$ cat config.mk
export PLATFORM = sky130hd
export DESIGN_NAME = tic_top
export DESIGN_NICKNAME = d
export VERILOG_FILES = /design/src/tic_pkg.sv /design/src/tic_flag_if.sv /design/src/tic_top.sv /design/src/tic_flag_bank.sv /design/src/tic_mode_select.sv
export SDC_FILE = /design/constraint.sdc
export NUM_CORES = 1
export LEC_CHECK = 0
export BUFFER_PORTS_ARGS = -buffer_cell sky130_fd_sc_hd__buf_2
export CORE_MARGIN = 8
export CORE_UTILIZATION = 35
export CTS_CLUSTER_DIAMETER = 50
export DETAILED_ROUTE_END_ITERATION = 8
export PLACE_DENSITY = 0.7
export SLEW_MARGIN = 10
export SYNTH_ARGS = -nofsm -noshare
export SYNTH_HDL_FRONTEND = slang
export SYNTH_SLANG_ARGS = --single-unit
export TNS_END_PERCENT = 100
$ cat constraint.sdc
create_clock -name clk -period 2.8 [get_ports clk]
set_input_delay 0.56 -clock clk [delete_from_list [all_inputs] [get_ports clk]]
set_output_delay 0.56 -clock clk [all_outputs]
set_load 0.01 [all_outputs]
$ cat src/tic_pkg.sv
// Constants for the timer interrupt pending and clear logic
// Assumes an AHB-Lite register bus and a 25 MHz system clock
package tic_pkg;
  localparam int unsigned NUM_SRC = 4;
  localparam logic [11:0] OFS_CONTROL = 12'h000;
  localparam logic [11:0] OFS_CLEAR   = 12'h004;
  localparam logic [11:0] OFS_STATUS  = 12'h008;
  localparam logic [11:0] OFS_MASK    = 12'h00C;
  localparam logic [11:0] OFS_MODE    = 12'h010;
  localparam logic [7:0]  CONTROL_RST = 8'h00;
  localparam logic [7:0]  CLEAR_READ  = 8'hFF;
  localparam logic [1:0]  MODE_RST    = 2'h0;
  localparam logic [1:0]  STATUS_RST  = 2'h0;
  localparam logic [1:0]  MASK_RST    = 2'h0;
  localparam int unsigned PND_LSB = 0;
  localparam int unsigned IEN_LSB = 4;
  typedef enum logic [1:0] {
    TIC_MODE_PWM,
    TIC_MODE_CAPTURE,
    TIC_MODE_DUAL,
    TIC_MODE_SINGLE
  } tic_mode_t;
  typedef enum logic [0:0] {
    TIC_PH_IDLE,
    TIC_PH_DATA
  } tic_phase_t;
endpackage

$ cat src/tic_flag_if.sv
// Interface carrying pending flags between core and flag bank
// Assumes one clock domain
`timescale 1ns/100ps
interface tic_flag_if;
  logic [3:0] set_vec;
  logic [3:0] clr_vec;
  logic [3:0] sw_set_vec;
  logic [3:0] pending;
  modport bank (input set_vec, input clr_vec, input sw_set_vec,
                output pending);
  modport ctrl (output set_vec, output clr_vec, output sw_set_vec,
                input pending);
endinterface

$ cat src/tic_top.sv
// Timer interrupt control and clear registers on an AHB-Lite slave
// Assumes single-word transfers, hready from this slave only
`timescale 1ns/100ps
module tic_top
  import tic_pkg::*;
(
  input  wire logic        clk,
  input  wire logic        reset,
  input  wire logic        hsel,
  input  wire logic [11:0] haddr,
  input  wire logic [1:0]  htrans,
  input  wire logic        hwrite,
  input  wire logic [2:0]  hsize,
  input  wire logic [31:0] hwdata,
  input  wire logic        hready,
  output logic      [31:0] hrdata,
  output logic             hreadyout,
  output logic             hresp,
  input  wire logic [3:0]  ev_a,
  input  wire logic [3:0]  ev_b,
  output logic             timer_irq,
  output logic             sys_irq
);
  tic_flag_if flg ();

  tic_phase_t  ph_q;
  tic_phase_t  ph_d;
  logic [11:0] adr_q;
  logic [11:0] adr_d;
  logic        wr_q;
  logic        wr_d;
  logic [31:0] rdata_q;
  logic [31:0] rdata_d;
  logic [3:0]  ien_q;
  logic [3:0]  ien_d;
  tic_mode_t   mode_q;
  tic_mode_t   mode_d;
  logic [1:0]  sts_q;
  logic [1:0]  sts_d;
  logic [1:0]  msk_q;
  logic [1:0]  msk_d;
  logic [3:0]  cond;
  logic [3:0]  pnd_prev_q;
  logic [3:0]  pnd_prev_d;
  logic        addr_ok;
  logic        rd_now;
  logic        wr_now;
  logic        wr_ctrl;
  logic        wr_clr;
  logic [1:0]  ev_sts;

  tic_flag_bank u_bank (
    .clk   (clk),
    .reset (reset),
    .flg   (flg.bank)
  );

  tic_mode_select u_mode (
    .clk   (clk),
    .reset (reset),
    .mode  (mode_q),
    .ev_a  (ev_a),
    .ev_b  (ev_b),
    .cond  (cond)
  );

  assign hreadyout = 1'b1;
  assign hresp     = 1'b0;
  assign addr_ok   = hsel && hready && htrans[1];

  // Address phase capture and register reads
  always_comb begin
    ph_d    = addr_ok ? TIC_PH_DATA : TIC_PH_IDLE;
    adr_d   = addr_ok ? haddr : adr_q;
    wr_d    = addr_ok ? hwrite : 1'b0;
    rd_now  = addr_ok && !hwrite;
    rdata_d = rdata_q;
    if (rd_now) begin
      if (haddr == OFS_CONTROL) begin
        rdata_d = {24'h00_0000, ien_q, flg.pending};
      end else if (haddr == OFS_CLEAR) begin
        rdata_d = {24'h00_0000, CLEAR_READ};
      end else if (haddr == OFS_STATUS) begin
        rdata_d = {30'h0000_0000, sts_q};
      end else if (haddr == OFS_MASK) begin
        rdata_d = {30'h0000_0000, msk_q};
      end else if (haddr == OFS_MODE) begin
        rdata_d = {30'h0000_0000, mode_q};
      end else begin
        rdata_d = 32'h0000_0000;
      end
    end
  end

  assign wr_now  = (ph_q == TIC_PH_DATA) && wr_q;
  assign wr_ctrl = wr_now && (adr_q == OFS_CONTROL);
  assign wr_clr  = wr_now && (adr_q == OFS_CLEAR);

  // Pending flag drive: hardware, software set, clear register
  always_comb begin
    flg.set_vec    = cond;
    flg.sw_set_vec = wr_ctrl ? hwdata[PND_LSB +: 4] : 4'h0;
    flg.clr_vec    = wr_clr ? hwdata[3:0] : 4'h0;
  end

  // Control, mode, mask and status state
  always_comb begin
    ien_d  = wr_ctrl ? hwdata[IEN_LSB +: 4] : ien_q;
    mode_d = (wr_now && adr_q == OFS_MODE) ?
             tic_mode_t'(hwdata[1:0]) : mode_q;
    msk_d  = (wr_now && adr_q == OFS_MASK) ? hwdata[1:0] : msk_q;
    pnd_prev_d = flg.pending;
    ev_sts[0]  = |(flg.pending & ~pnd_prev_q);
    ev_sts[1]  = |(flg.clr_vec & flg.pending);
    sts_d = sts_q;
    if (rd_now && haddr == OFS_STATUS) begin
      sts_d = 2'h0;
    end
    sts_d = sts_d | ev_sts;
  end

  always_ff @(posedge clk or posedge reset) begin
    if (reset) begin
      ph_q       <= TIC_PH_IDLE;
      adr_q      <= 12'h000;
      wr_q       <= 1'b0;
      rdata_q    <= 32'h0000_0000;
      ien_q      <= CONTROL_RST[7:4];
      mode_q     <= TIC_MODE_PWM;
      msk_q      <= MASK_RST;
      sts_q      <= STATUS_RST;
      pnd_prev_q <= 4'h0;
    end else begin
      ph_q       <= ph_d;
      adr_q      <= adr_d;
      wr_q       <= wr_d;
      rdata_q    <= rdata_d;
      ien_q      <= ien_d;
      mode_q     <= mode_d;
      msk_q      <= msk_d;
      sts_q      <= sts_d;
      pnd_prev_q <= pnd_prev_d;
    end
  end

  assign hrdata    = rdata_q;
  assign timer_irq = |(flg.pending & ien_q);
  assign sys_irq   = |(sts_q & msk_q);
endmodule // tic_top

$ cat src/tic_flag_bank.sv
// Four sticky pending flags with set-over-clear priority
// Assumes set and clear vectors synchronous to clk
`timescale 1ns/100ps
module tic_flag_bank
  import tic_pkg::*;
(
  input  wire logic clk,
  input  wire logic reset,
  tic_flag_if.bank  flg
);
  logic [3:0] pnd_q;
  logic [3:0] pnd_d;

  genvar g;
  generate
    for (g = 0; g < 4; g++) begin : g_flag
      always_comb begin
        if (flg.set_vec[g] || flg.sw_set_vec[g]) begin
          pnd_d[g] = 1'b1;
        end else if (flg.clr_vec[g]) begin
          pnd_d[g] = 1'b0;
        end else begin
          pnd_d[g] = pnd_q[g];
        end
      end
    end
  endgenerate

  always_ff @(posedge clk or posedge reset) begin
    if (reset) begin
      pnd_q <= CONTROL_RST[3:0];
    end else begin
      pnd_q <= pnd_d;
    end
  end

  assign flg.pending = pnd_q;
endmodule // tic_flag_bank

$ cat src/tic_mode_select.sv
// Picks the event that raises each source flag for the mode
// Assumes single-cycle event pulses from the timer core
`timescale 1ns/100ps
module tic_mode_select
  import tic_pkg::*;
(
  input  wire logic       clk,
  input  wire logic       reset,
  input  wire tic_mode_t  mode,
  input  wire logic [3:0] ev_a,
  input  wire logic [3:0] ev_b,
  output logic      [3:0] cond
);
  logic [3:0] cond_d;

  always_comb begin
    case (mode)
      TIC_MODE_PWM:     cond_d = ev_a;
      TIC_MODE_CAPTURE: cond_d = ev_b;
      TIC_MODE_DUAL:    cond_d = ev_a | ev_b;
      default:          cond_d = {ev_b[3:2], ev_a[1:0]};
    endcase
  end

  always_ff @(posedge clk or posedge reset) begin
    if (reset) begin
      cond <= 4'h0;
    end else begin
      cond <= cond_d;
    end
  end
endmodule // tic_mode_select

Word level (Yosys, flattened, before mapping)
Index checks and enable logic that the tools add are counted.
{"block": "totals", "input_bits": 62, "ff_bits": 68, "wordCells": 74, "output_inout_bits": 36}
{"block": "op_classes", "n_reduce_logical": 25, "mux": 19, "n_eq_ne": 9, "bitwise_logic": 7}
{"operator": "12-bit by 4-bit == test with 1-bit output, second input constant", "n": 3}
{"operator": "12-bit by 3-bit == test with 1-bit output, second input constant", "n": 2}
{"operator": "12-bit by 5-bit == test with 1-bit output, second input constant", "n": 2}
{"operator": "12-bit logical NOT", "n": 2}
{"operator": "8-bit 2-to-1 mux", "n": 2}
{"operator": "4-bit AND", "n": 3}
{"operator": "4-bit one-hot mux with 3 select lines", "n": 1}
{"operator": "4-bit OR reduction", "n": 3}
{"operator": "1-bit 2-to-1 mux", "n": 10}
{"operator": "1-bit logical AND", "n": 9}
{"operator": "2-bit 2-to-1 mux", "n": 4}
{"operator": "4-bit 2-to-1 mux", "n": 2}
{"operator": "2-bit nonzero test", "n": 4}
{"operator": "1-bit logical OR", "n": 4}
{"operator": "4-bit NOT", "n": 1}
{"operator": "4-bit OR", "n": 1}
{"operator": "2-bit AND", "n": 1}
{"operator": "2-bit by 1-bit == test with 1-bit output, second input constant", "n": 1}
{"operator": "2-bit == test, second input constant", "n": 1}
{"operator": "2-bit logical NOT", "n": 1}
{"operator": "2-bit OR", "n": 1}
{"operator": "2-bit OR reduction", "n": 1}
{"operator": "1-bit logical NOT", "n": 1}

Longest topological paths before layout
Gate-level depths: netlist of the first run.
{"block": "logic_depth", "word_depth": 6, "ltp_mapped": 5, "mapped_depth_nobuf": 4}

Cells and area by module
A second synthesis of the first run with hierarchy kept.
{"block": "hier_totals", "cells_unflattened": 204, "area_unflattened_um2": 2192.1}
{"module": "tic_top", "seq_area_each_um2": 900.9, "instances": 1, "cells_each": 168, "area_per_inst_um2": 1859.3}
{"module": "tic_mode_select", "seq_area_each_um2": 100.1, "instances": 1, "cells_each": 19, "area_per_inst_um2": 178.9}
{"module": "tic_flag_bank", "seq_area_each_um2": 100.1, "instances": 1, "cells_each": 17, "area_per_inst_um2": 153.9}

Least setup slack after synthesis of the first run
OpenSTA, ideal clock, no wires.
{"block": "synth_timing", "kind": "input to register", "start": "input hwrite", "end": "register sts_q[0]", "t_arrival_ps": 1957, "path_buffers": 0, "stages": 4, "path_slack_ps": 719, "required_ps": 2676, "path_cell_list": "nand4b_1 -> nand4b_1 -> or4b_2 -> a211o_1"}
{"block": "synth_between", "elab_chain_cells": 5}
{"element": "start: declaration", "line_no": "tic_top.sv:12", "source": "input wire logic hwrite,"}
{"element": "1-bit logical NOT", "line_no": "tic_top.sv:76", "source": "rd_now = addr_ok && !hwrite;"}
{"element": "1-bit logical AND", "line_no": "tic_top.sv:76"}
{"element": "1-bit logical AND", "line_no": "tic_top.sv:116", "source": "if (rd_now && haddr == OFS_STATUS) begin"}
{"element": "2-bit 2-to-1 mux", "line_no": "tic_top.sv:116"}
{"element": "2-bit OR", "line_no": "tic_top.sv:119", "source": "sts_d = sts_d | ev_sts;"}
{"element": "net sts_d[0]", "line_no": "tic_top.sv:39", "source": "logic [1:0] sts_d;"}
{"element": "end signal: assignment", "line_no": "tic_top.sv:141", "source": "sts_q <= sts_d;"}
{"element": "end: declaration", "line_no": "tic_top.sv:38", "source": "logic [1:0] sts_q;"}
The timed path passes the listed nets, and every way through them passes these cells.
A chain may end at the register's enable or synchronous reset.

Worst setup path after layout of the first run
{"block": "layout_timing", "start": "register adr_q[0]", "end": "register ien_q[2]"}
{"block": "layout_between", "elab_chain_cells": 2}
{"element": "start: declaration", "line_no": "tic_top.sv:28", "source": "logic [11:0] adr_q;"}
{"element": "start signal: assignment", "line_no": "tic_top.sv:135", "source": "adr_q <= adr_d;"}
{"element": "12-bit logical NOT", "line_no": "tic_top.sv:96", "source": "assign wr_ctrl = wr_now && (adr_q == OFS_CONTROL);"}
{"element": "1-bit logical AND", "line_no": "tic_top.sv:96"}
{"element": "end signal: assignment", "line_no": "tic_top.sv:128", "source": "ien_q <= CONTROL_RST[7:4];"}
{"element": "end signal: assignment", "line_no": "tic_top.sv:138", "source": "ien_q <= ien_d;"}
{"element": "end: declaration", "line_no": "tic_top.sv:34", "source": "logic [3:0] ien_q;"}
No other way between the ends.

==> impl_metrics.toml, run 1 <==
[setup_path]
critical_path.startpoint = "adr_q[0]$_DFFE_PP0N_"
ff2ff_path_depth = 4
slowest_delay_ps = 550
worstPathCellList = "or4_4 > or4_4 > nor3_4 > mux2_2"
crit_buf_inv = 0
cpMostUsedCell = "or4_4"
crit_path_max_fanout = 8
worstPathRequired_ps = 2990
startpoint_type = "flop"
crit_path_top_delay_cell = "or4_4"
worstSetupPathType = "reg -> reg"
r2r_end = "ien_q[2]$_DFFE_PP0N_"
arrival_ps = 2430
r2r_slack_ps = 560
r2r-start = "adr_q[0]$_DFFE_PP0N_"
endpoint_kind = "flop"
cpLargestDelayFamily = "simple AND/OR/NAND/NOR gates"

[drt]
wirelength_um = 4610
vias = 1515
detail_route.iter0.violations = 93
wire_per_inst_um = 14.6
avgViaCountPerCell = 4.79
drtAntennaViolNets = 0
first_pass_iters = 4
remaining_drc_errors = 0

[synth]
synth-xor-area-share_pct = 0
ys_seq_area_share_pct = 51.6
yosys.cell_types.count = 33
synth_edf_count = 0
netlist_instances = 194
synth-seq-cells = 44
avgSynthCellArea_um2 = 11.0
synth_top_family_by_area = "simple AND/OR/NAND/NOR gates"
ys.flop_type = "dfrtp_1"
synth_compound_area_share_pct = 11.2
yosysTopAreaCell = "dfrtp_1"
syn_area_um2 = 2140
ys_async_sr_fraction_pct = 100
synth_fa_ha_area_share_pct = 0
synth-simple-area-share_pct = 14.2
yosys-top-cells-area = "dfrtp_1, mux2_2, buf_4, o21ai_0, nand2_1"
muxShareOfSynthArea_pct = 11.5
ys_warn_count = 0
synth_top_area_share_pct = 51.6

[final_layout]
syn_to_final_growth_pct = 15.5
fin_cells = 316
final_cell_area_um2 = 2470
nNetsFinal = 302
drive_gt1_share_pct = 32.8
diodes = 0

[timing]
slew_viol_final = 0
fin_crit_ps = 2240
tightest_slew_ps = 580
setup_violations = 0
rsz0062_at_grt = "no"
tns_ps = 0
hold_viol_final = 0
fin_skew_ps = 12.4
finalCritPeriodShare_pct = 80.2
fmax_mhz = 445
slew_headroom_pct = 61.0

[flow_run]
drv_cap = 0

[cts]
hold_buffers = 0
postCtsSetupRepairBufs = 0
htree_levels = 2
worstSkewPairLatency_ps = 300
cts_buffers = 5
cts-root-buf = "clkbuf_8"
cts_max_path_buffers = 2
cts_resized = 0
clk_pin_slew_worst_paths_ps = 90
cts.sinks = 44
cts_tree = "yes"

[pwr]
power_per_cell_area_nw_per_um2 = 555
p_leak_nw = 1.18
ir_worst_vdd_uv = 221

[grt]
grt_max_degree = 45
grt_antenna_before_repair = 0
grt_pass1_vias = 1483
grt_pass1_wl_um = 7410
globalRouteOverflowTotal = 0
grtUsageTotal_pct = 10.7

[floorplanning]
num_io_pins = 98
rows = 28
die_y_um = 94.1
die_w_um = 94.1
core_area_um2 = 5920
die_area_um2 = 8860
initial_utilization_pct = 36.1

[hold_path]
hp-class = "in -> async"

[placement]
post-dp-hpwl_um = 3560
gp_congestion = 0.775
post_dp_cell_area_um2 = 2340
dpl.cell_count = 308
portBuffers = 43

[run_status]
status = "complete, no violations"
[through the flow]
| step | hold slack (ps) | worst slack (ps) | total power [mW] | util, % |
|---|---|---|---|---|
| 2_1_floorplan | 407 | 719 | 0.826 | - |
| 3_3_place_gp | 423 | 395 | 0.847 | 39.5 |
| 3_5_place_dp | 433 | 376 | 0.853 | 39.5 |
| 4_1_cts | 413 | 552 | 1.38 | 41.7 |
| 5_1_grt | 456 | 474 | 1.43 | 41.7 |
| 6_report | 387 | 555 | 1.37 | 41.7 |
[worst min-delay path: cells and delay by family]
family	cells	cell delay, ps
buffers and inverters	3	600
[how the worst max path moves through the flow]
| stage | endpoint | slack, ps | depth (start not counted) |
|---|---|---|---|
| after CTS | ien_q[2]$_DFFE_PP0N_ | 550 | 4 |
| final | ien_q[2]$_DFFE_PP0N_ | 560 | 4 |
| after global placement | sts_q[0]$_DFF_PP0_ | 400 | 5 |
| after global routing | ien_q[0]$_DFFE_PP0N_ | 470 | 4 |
| after floorplan | sts_q[0]$_DFF_PP0_ | 720 | 4 |
| after detailed placement | sts_q[0]$_DFF_PP0_ | 380 | 5 |
[cell type report]
type | instances | area (um^2)
inverters | 8 | 30.0
clock inverters | 1 | 30.0
repair buffers | 45 | 230
multi-input cells | 136 | 885
fillers | 594 | 3450
clock buffers | 7 | 96.3
well taps | 75 | 93.8
flip-flops and latches | 44 | 1100
[logic make-up after synthesis]
group	count (synthesis)
flops	44
simple gates	51
other cells	2
compound gates	37
mux	22
buf+inv	38
[state kept, by name, indices dropped and copies added, names as in the netlist]
signal and flops:
u_bank.flg.pending 4, ph_q 1, hrdata 8, wr_q 1, pnd_prev_q 4, adr_q 12
ien_q 4, msk_q 2, sts_q 2, u_mode.cond 4, mode_q 2
[cells in the mapped netlist, types with 3 or more instances]
| cell type | number |
|---|---|
| nor2b_1 | 5 |
| nand3_1 | 3 |
| o21ai_0 | 10 |
| a22oi_1 | 4 |
| a21oi_1 | 8 |
| inv_1 | 7 |
| buf_4 | 26 |
| nor2_1 | 11 |
| dfrtp_1 | 44 |
| nand2_1 | 12 |
| o31ai_1 | 6 |
| a211o_1 | 5 |
| or4_1 | 4 |
| mux2_2 | 20 |
| clkbuf_1 | 3 |
[per-layer routing]
metal / share of wire [%] / up-vias / global-route usage, %
li1: - / 730 / -
met4: 1.6 / 0 / 4.49
met3: 7.8 / 9 / 3.52
met5: 0 / - / 0
met1: 42 / 727 / 12.8
met2: 48 / 49 / 17.1
[report_power, final]
part	switching (mW)	internal, mW	total (mW)
registers	0.0258	0.675	0.701
clock network	0.216	0.315	0.531
logic	0.0733	0.0635	0.137
total	0.315	1.05	1.37
[layout by cell type (no fill, tap or decap)]
| master | instances |
|---|---|
| mux2i_1 | 2 |
| conb_1 | 26 |
| nor2b_1 | 5 |
| a21oi_1 | 8 |
| buf_4 | 2 |
| nor3_4 | 1 |
| clkinv_1 | 1 |
| nand2b_1 | 2 |
| nor2_1 | 11 |
| nand2_1 | 12 |
| nand3_1 | 3 |
| o31ai_1 | 6 |
| o21ai_0 | 10 |
| or3b_2 | 1 |
| or4b_2 | 1 |
| o22ai_1 | 2 |
| clkbuf_8 | 7 |
| buf_2 | 43 |
| or4_4 | 2 |
| dfrtp_1 | 44 |
| bufinv_16 | 1 |
| and4b_1 | 1 |
| and2_1 | 1 |
| nand4b_1 | 2 |
| or4_1 | 4 |
| mux2_2 | 20 |
| nor3_1 | 2 |
| a22o_1 | 2 |
| nor4_1 | 1 |
| nand3b_1 | 1 |
| a211o_1 | 5 |
| a22oi_1 | 4 |
| inv_1 | 7 |
| nor4_2 | 1 |
(Power assumes the default switching activity.)
==> run 2, diff against run 1 <==
--- a/config.mk
+++ b/config.mk
@@ -10,7 +10,7 @@
 export CORE_UTILIZATION = 35
 export CTS_CLUSTER_DIAMETER = 50
 export DETAILED_ROUTE_END_ITERATION = 8
-export PLACE_DENSITY = 0.7
+export PLACE_DENSITY = 0.72
 export SLEW_MARGIN = 10
 export SYNTH_ARGS = -nofsm -noshare
 export SYNTH_HDL_FRONTEND = slang
==> constraint.sdc (replaced) <==
create_clock -name clk -period 2 [get_ports clk]
set_input_delay 0.4 -clock clk [delete_from_list [all_inputs] [get_ports clk]]
set_output_delay 0.4 -clock clk [all_outputs]
set_load 0.01 [all_outputs]
==> run 2 against run 1 <==
The run now ends with negative setup slack left. Flip-flop and latch count unchanged. Via count up 2.5%. Clock skew shrank 6.1 ps. First-iteration DRC count down 27%. Critical endpoint is now ien_q[3]$_DFFE_PP0N_. Hold slack worse by 160 ps. Final area is 2.4% higher. Critical path depth unchanged. Fmax grew 7.1%. Combinational power grew 48%. Final cell count grew 2.5%. Utilization increased by 0.99 points. Power up 38%.
==> impl_metrics.toml, run 2 (synthesis gave the netlist of run 1 again) <==
[final_layout]
final_common_cell = "dfrtp_1"
seqCellArea_um2 = 1100
syn_to_final_growth_pct = 18.2
layout_common_cells = "dfrtp_1, buf_2, conb_1"
diodes = 0
nNetsFinal = 310
multi_input_area_um2 = 885
top_register = "adr_q"
fillCellCount = 578
finish.utilization_pct = 42.6
largest_reg_flops = 12
drive_gt1_share_pct = 34.9

[cts]
clk_pin_slew_worst_paths_ps = 80
worstSkewPairLatency_ps = 300
cts_tree = "yes"
cts_max_path_buffers = 2
cts-root-buf = "clkbuf_8"
cts_buffers = 5
htree_levels = 2
hold_buffers = 0
cts.sinks = 44

[timing]
slew_headroom_pct = 63.2
finalCritPeriodShare_pct = 105
fin_crit_ps = 2100
hold_viol_final = 0
tns_ps = -503
rsz0062_at_grt = "yes"
fin_skew_ps = 6.31
hold_slack_ps = 228
setup_ws_ps = -95.5
fmax_mhz = 477
tightest_slew_ps = 552
slew_viol_final = 0
setup_violations = 8

[pwr]
sequentialPowerShare_pct = 52.0
p_leak_nw = 1.22
share_comb_of_total_power_pct = 10.8
ir_worst_vdd_uv = 274
pwr-share-clk_pct = 37.3
power_per_cell_area_nw_per_um2 = 748
switching_share_pct = 23.2
intPower_mw = 1.45
p_switching_uw = 438

[drt]
remaining_drc_errors = 0
first_pass_iters = 4
wire_per_inst_um = 14.2
vias = 1553
wirelength_um = 4590
detail_route.iter0.violations = 68
avgViaCountPerCell = 4.79
drtAntennaViolNets = 0

[grt]
grt_pass1_wl_um = 7510
globalRouteOverflowTotal = 0
grt_max_degree = 45
grt_pass1_vias = 1589
grt_antenna_before_repair = 0
grtUsageTotal_pct = 10.9

[setup_path]
arrival_ps = 2280
crit_path_max_fanout = 5
r2r-start = "adr_q[0]$_DFFE_PP0N_"
worstPathRequired_ps = 2180
endpoint_kind = "flop"
critical_path.startpoint = "adr_q[0]$_DFFE_PP0N_"
startpoint_type = "flop"
worstSetupPathType = "reg -> reg"

[floorplanning]
num_io_pins = 98
die_area_um2 = 8860
die_y_um = 94.1
die_w_um = 94.1
rows = 28
initial_utilization_pct = 36.1
core_area_um2 = 5920

[placement]
portBuffers = 43
gp_congestion = 0.795
post-dp-hpwl_um = 3660
detailedPlace.worstSlack_ps = -207

[flow_run]
drv_cap = 0

[run_status]
status = "complete, but fails checks"
violations = "negative setup slack"

[hold_path]
hp-class = "in -> async"
[run 2: changes by cell type in the layout (fill, tap and decap cells not counted), sizes merged]
cell	previous run	this run
buf	45	53
clkinv	1	2
clkbuf	7	6
[run 2: area by class of cell]
cell class              count  share of cell area, %
flip-flops and latches     44                   43.6
clock inverters             2                   1.54
repair buffers             53                   11.6
inverters                   8                   1.19
clock buffers               6                   3.27
multi-input cells         136                   35.0
well taps                  75                   3.72
[run 2: power by group through the flow]
stage / sequential, mW / clock (mW) / combinational (mW)
4_1_cts: 0.983 / 0.730 / 0.205
3_3_place_gp: 0.997 / 0 / 0.197
5_1_grt: 0.990 / 0.768 / 0.227
3_5_place_dp: 1.00 / 0 / 0.204
6_report: 0.982 / 0.704 / 0.203
2_1_floorplan: 0.987 / 0 / 0.170
[run 2: repair_timing]
item,CTS,global route
endpoints found under the hold margin,0,0
pin swaps,0,5
resized for setup,0,1
setup endpoints to repair,4,10
setup buffers,0,1
[run 2: worst paths after layout]
path / to / slack [ps] / cells after the start
max in group asynchronous: adr_q[2]$_DFFE_PP0N_ / 1390 / 3
max: ien_q[3]$_DFFE_PP0N_ / -100 / 4
max reg2reg: ien_q[3]$_DFFE_PP0N_ / -100 / 4
min: wr_q$_DFF_PP0_ / 230 / 3
min reg2reg: u_bank.flg.pending[1]$_DFFE_PP0P_ / 440 / 1
min in group clk: wr_q$_DFF_PP0_ / 330 / 2
[run 2: critical path, cell delays in order, from the launching register on]
cell and delay [ps]:
dfrtp_1 390, or4_4 540, or4_4 440, nor3_4 240
mux2_2 380
[run 2: metal layers]
layer / vias up / track usage, % / wire, um
met5: - / 0 / 0
met4: 0 / 3.96 / 57
met3: 7 / 4.40 / 451
met2: 57 / 17.6 / 2200
met1: 744 / 12.6 / 1880
li1: 745 / - / -
[run 2: per-stage QoR]
step / area [um^2] / instances / total power [mW]
2_1_floorplan: 2230 / 218 / 1.16
3_3_place_gp: 2390 / 315 / 1.19
3_5_place_dp: 2390 / 315 / 1.21
4_1_cts: 2510 / 323 / 1.92
5_1_grt: 2520 / 324 / 1.98
6_report: 2520 / 324 / 1.89
==> run 3, diff against run 2 <==
--- a/config.mk
+++ b/config.mk
@@ -11,6 +11,7 @@
 export CTS_CLUSTER_DIAMETER = 50
 export DETAILED_ROUTE_END_ITERATION = 8
 export PLACE_DENSITY = 0.72
+export REMOVE_ABC_BUFFERS = 1
 export SLEW_MARGIN = 10
 export SYNTH_ARGS = -nofsm -noshare
 export SYNTH_HDL_FRONTEND = slang
==> run 3 against run 2 <==
The run still ends with negative setup slack left. Power decreased by 2.2%. Worst setup slack improved by 28 ps. Wire length increased by 0.46%. Utilization increased by 0.59 points. Combinational power increased by 3%. Clock skew decreased by 1.6 ps. Non-clock buffer count increased by 3. Register-to-register slack improved by 30 ps. Final area increased by 1.4%. First-iteration DRC count decreased by 54%. Sequential power about the same. Die area unchanged.
==> impl_metrics.toml, run 3 (synthesis gave the netlist of run 1 again) <==
[pwr]
sequentialPowerShare_pct = 53.2
p_leak_nw = 1.25
pwr-share-clk_pct = 35.5
share_comb_of_total_power_pct = 11.3
ir_worst_vdd_uv = 345
p_switching_uw = 432
finalPower_mw = 1.85
switching_share_pct = 23.4
intPower_mw = 1.42
power_per_cell_area_nw_per_um2 = 721

[setup_path]
r2r_end = "ien_q[2]$_DFFE_PP0N_"
crit_path_max_fanout = 5
ff2ff_path_depth = 5
worstSetupPathType = "reg -> reg"
startpoint_type = "flop"
endpoint_kind = "flop"
r2r_slack_ps = -70
critical_path.startpoint = "adr_q[0]$_DFFE_PP0N_"
r2r-start = "adr_q[0]$_DFFE_PP0N_"
worstPathRequired_ps = 2180
arrival_ps = 2250

[timing]
rsz0062_at_grt = "yes"
tightest_slew_ps = 542
fin_skew_ps = 4.71
setup_violations = 10
finalCritPeriodShare_pct = 103
setup_ws_ps = -67.8
slew_headroom_pct = 63.8
hold_slack_ps = 231
fmax_mhz = 484
fin_crit_ps = 2070
hold_viol_final = 0
slew_viol_final = 0
tns_ps = -308

[floorplanning]
core_area_um2 = 5920
rows = 28
initial_utilization_pct = 36.1
die_y_um = 94.1
num_io_pins = 98
die_area_um2 = 8860
die_w_um = 94.1

[run_status]
status = "complete, but fails checks"
violations = "negative setup slack"

[grt]
globalRouteOverflowTotal = 0
grtUsageTotal_pct = 10.4
grt_pass1_wl_um = 7410
grt_pass1_vias = 1543
grt_antenna_before_repair = 0
grt_max_degree = 45

[drt]
wire_per_inst_um = 14.1
wirelength_um = 4610
first_pass_iters = 4
wl_met2_um = 2210
drt-met1-wl_um = 1970
remaining_drc_errors = 0
met3WireLength_um = 356
vias = 1526
avgViaCountPerCell = 4.67
topRoutingLayerUsed = "met4"
detail_route.iter0.violations = 31
drtAntennaViolNets = 0

[final_layout]
nNetsFinal = 313
diodes = 0
final_common_cell = "dfrtp_1"
drive_gt1_share_pct = 35.7
fin_cells = 327
syn_to_final_growth_pct = 19.9
top_register = "adr_q"
layout_common_cells = "dfrtp_1, buf_2, conb_1"
final_cell_area_um2 = 2560
fillCellCount = 573
largest_reg_flops = 12

[placement]
portBuffers = 43
post-dp-hpwl_um = 3560
gp_congestion = 0.793
post_dp_cell_area_um2 = 2400
dpl.cell_count = 316

[cts]
cts-root-buf = "clkbuf_8"
hold_buffers = 0
cts.sinks = 44
cts_buffers = 5
htree_levels = 2
worstSkewPairLatency_ps = 290
cts_tree = "yes"
clk_pin_slew_worst_paths_ps = 80
cts_max_path_buffers = 2

[flow_run]
drv_cap = 0

[hold_path]
hp-class = "in -> async"
-- run 3: cell count changes in the layout (fill, tap and decap cells not counted), sizes merged --
cell,previous run,this run
buf,53,56
-- run 3: worst max-delay path by stage --
| stage | slack (ps) | end |
|---|---|---|
| floorplan | -180 | sts_q[0]$_DFF_PP0_ |
| global placement | -260 | sts_q[0]$_DFF_PP0_ |
| detailed placement | -260 | sts_q[0]$_DFF_PP0_ |
| CTS | -70 | ien_q[2]$_DFFE_PP0N_ |
| global route | -130 | ien_q[0]$_DFFE_PP0N_ |
| finish | -70 | ien_q[2]$_DFFE_PP0N_ |
-- run 3: routing by layer --
| layer | GRT usage, % | vias up |
|---|---|---|
| li1 | - | 745 |
| met1 | 13.0 | 733 |
| met2 | 16.5 | 43 |
| met3 | 3.04 | 5 |
| met4 | 3.96 | 0 |
| met5 | 0 | - |
-- run 3: what timing repair did --
| item | 4_1_cts | 5_1_grt |
|---|---|---|
| pin swaps | 0 | 4 |
| resized for setup | 3 | 3 |
| buffers inserted | 1 | 2 |
| endpoints found under the setup margin | 8 | 11 |
| cloned | 0 | 0 |
-- run 3: cell type report --
class                           instances  area (um^2)  area share [%]
Sequential cell                        44         1100            43.0
Multi-Input combinational cell        136          907            35.4
Timing Repair Buffer                   56          320            12.5
Tap cell                               75         93.8            3.67
Clock buffer                            6         72.6            2.83
Clock inverter                          2         35.0            1.37
Inverter                                8         30.0            1.17
-- run 3: stage by stage --
| step | setup slack, ps | utilization [%] |
|---|---|---|
| 2_1_floorplan | -181 | - |
| 3_3_place_gp | -265 | 40.5 |
| 3_5_place_dp | -259 | 40.5 |
| 4_1_cts | -71.9 | 42.7 |
| 5_1_grt | -133 | 43.2 |
| 6_report | -67.8 | 43.2 |
-- run 3: worst max-delay path, cell delays in order (launching register included) --
cell	delay [ps]
dfrtp_1	380
or4_4	540
or4_4	440
nor3_4	130
buf_6	150
mux2_2	320
-- run 3: power groups by stage --
stage / Sequential [mW] / Combinational (mW) / Clock, mW
finish: 0.982 / 0.209 / 0.655
CTS: 0.982 / 0.205 / 0.678
detailed placement: 1.00 / 0.204 / 0
floorplan: 0.988 / 0.126 / 0
global route: 0.991 / 0.233 / 0.703
global placement: 0.998 / 0.198 / 0
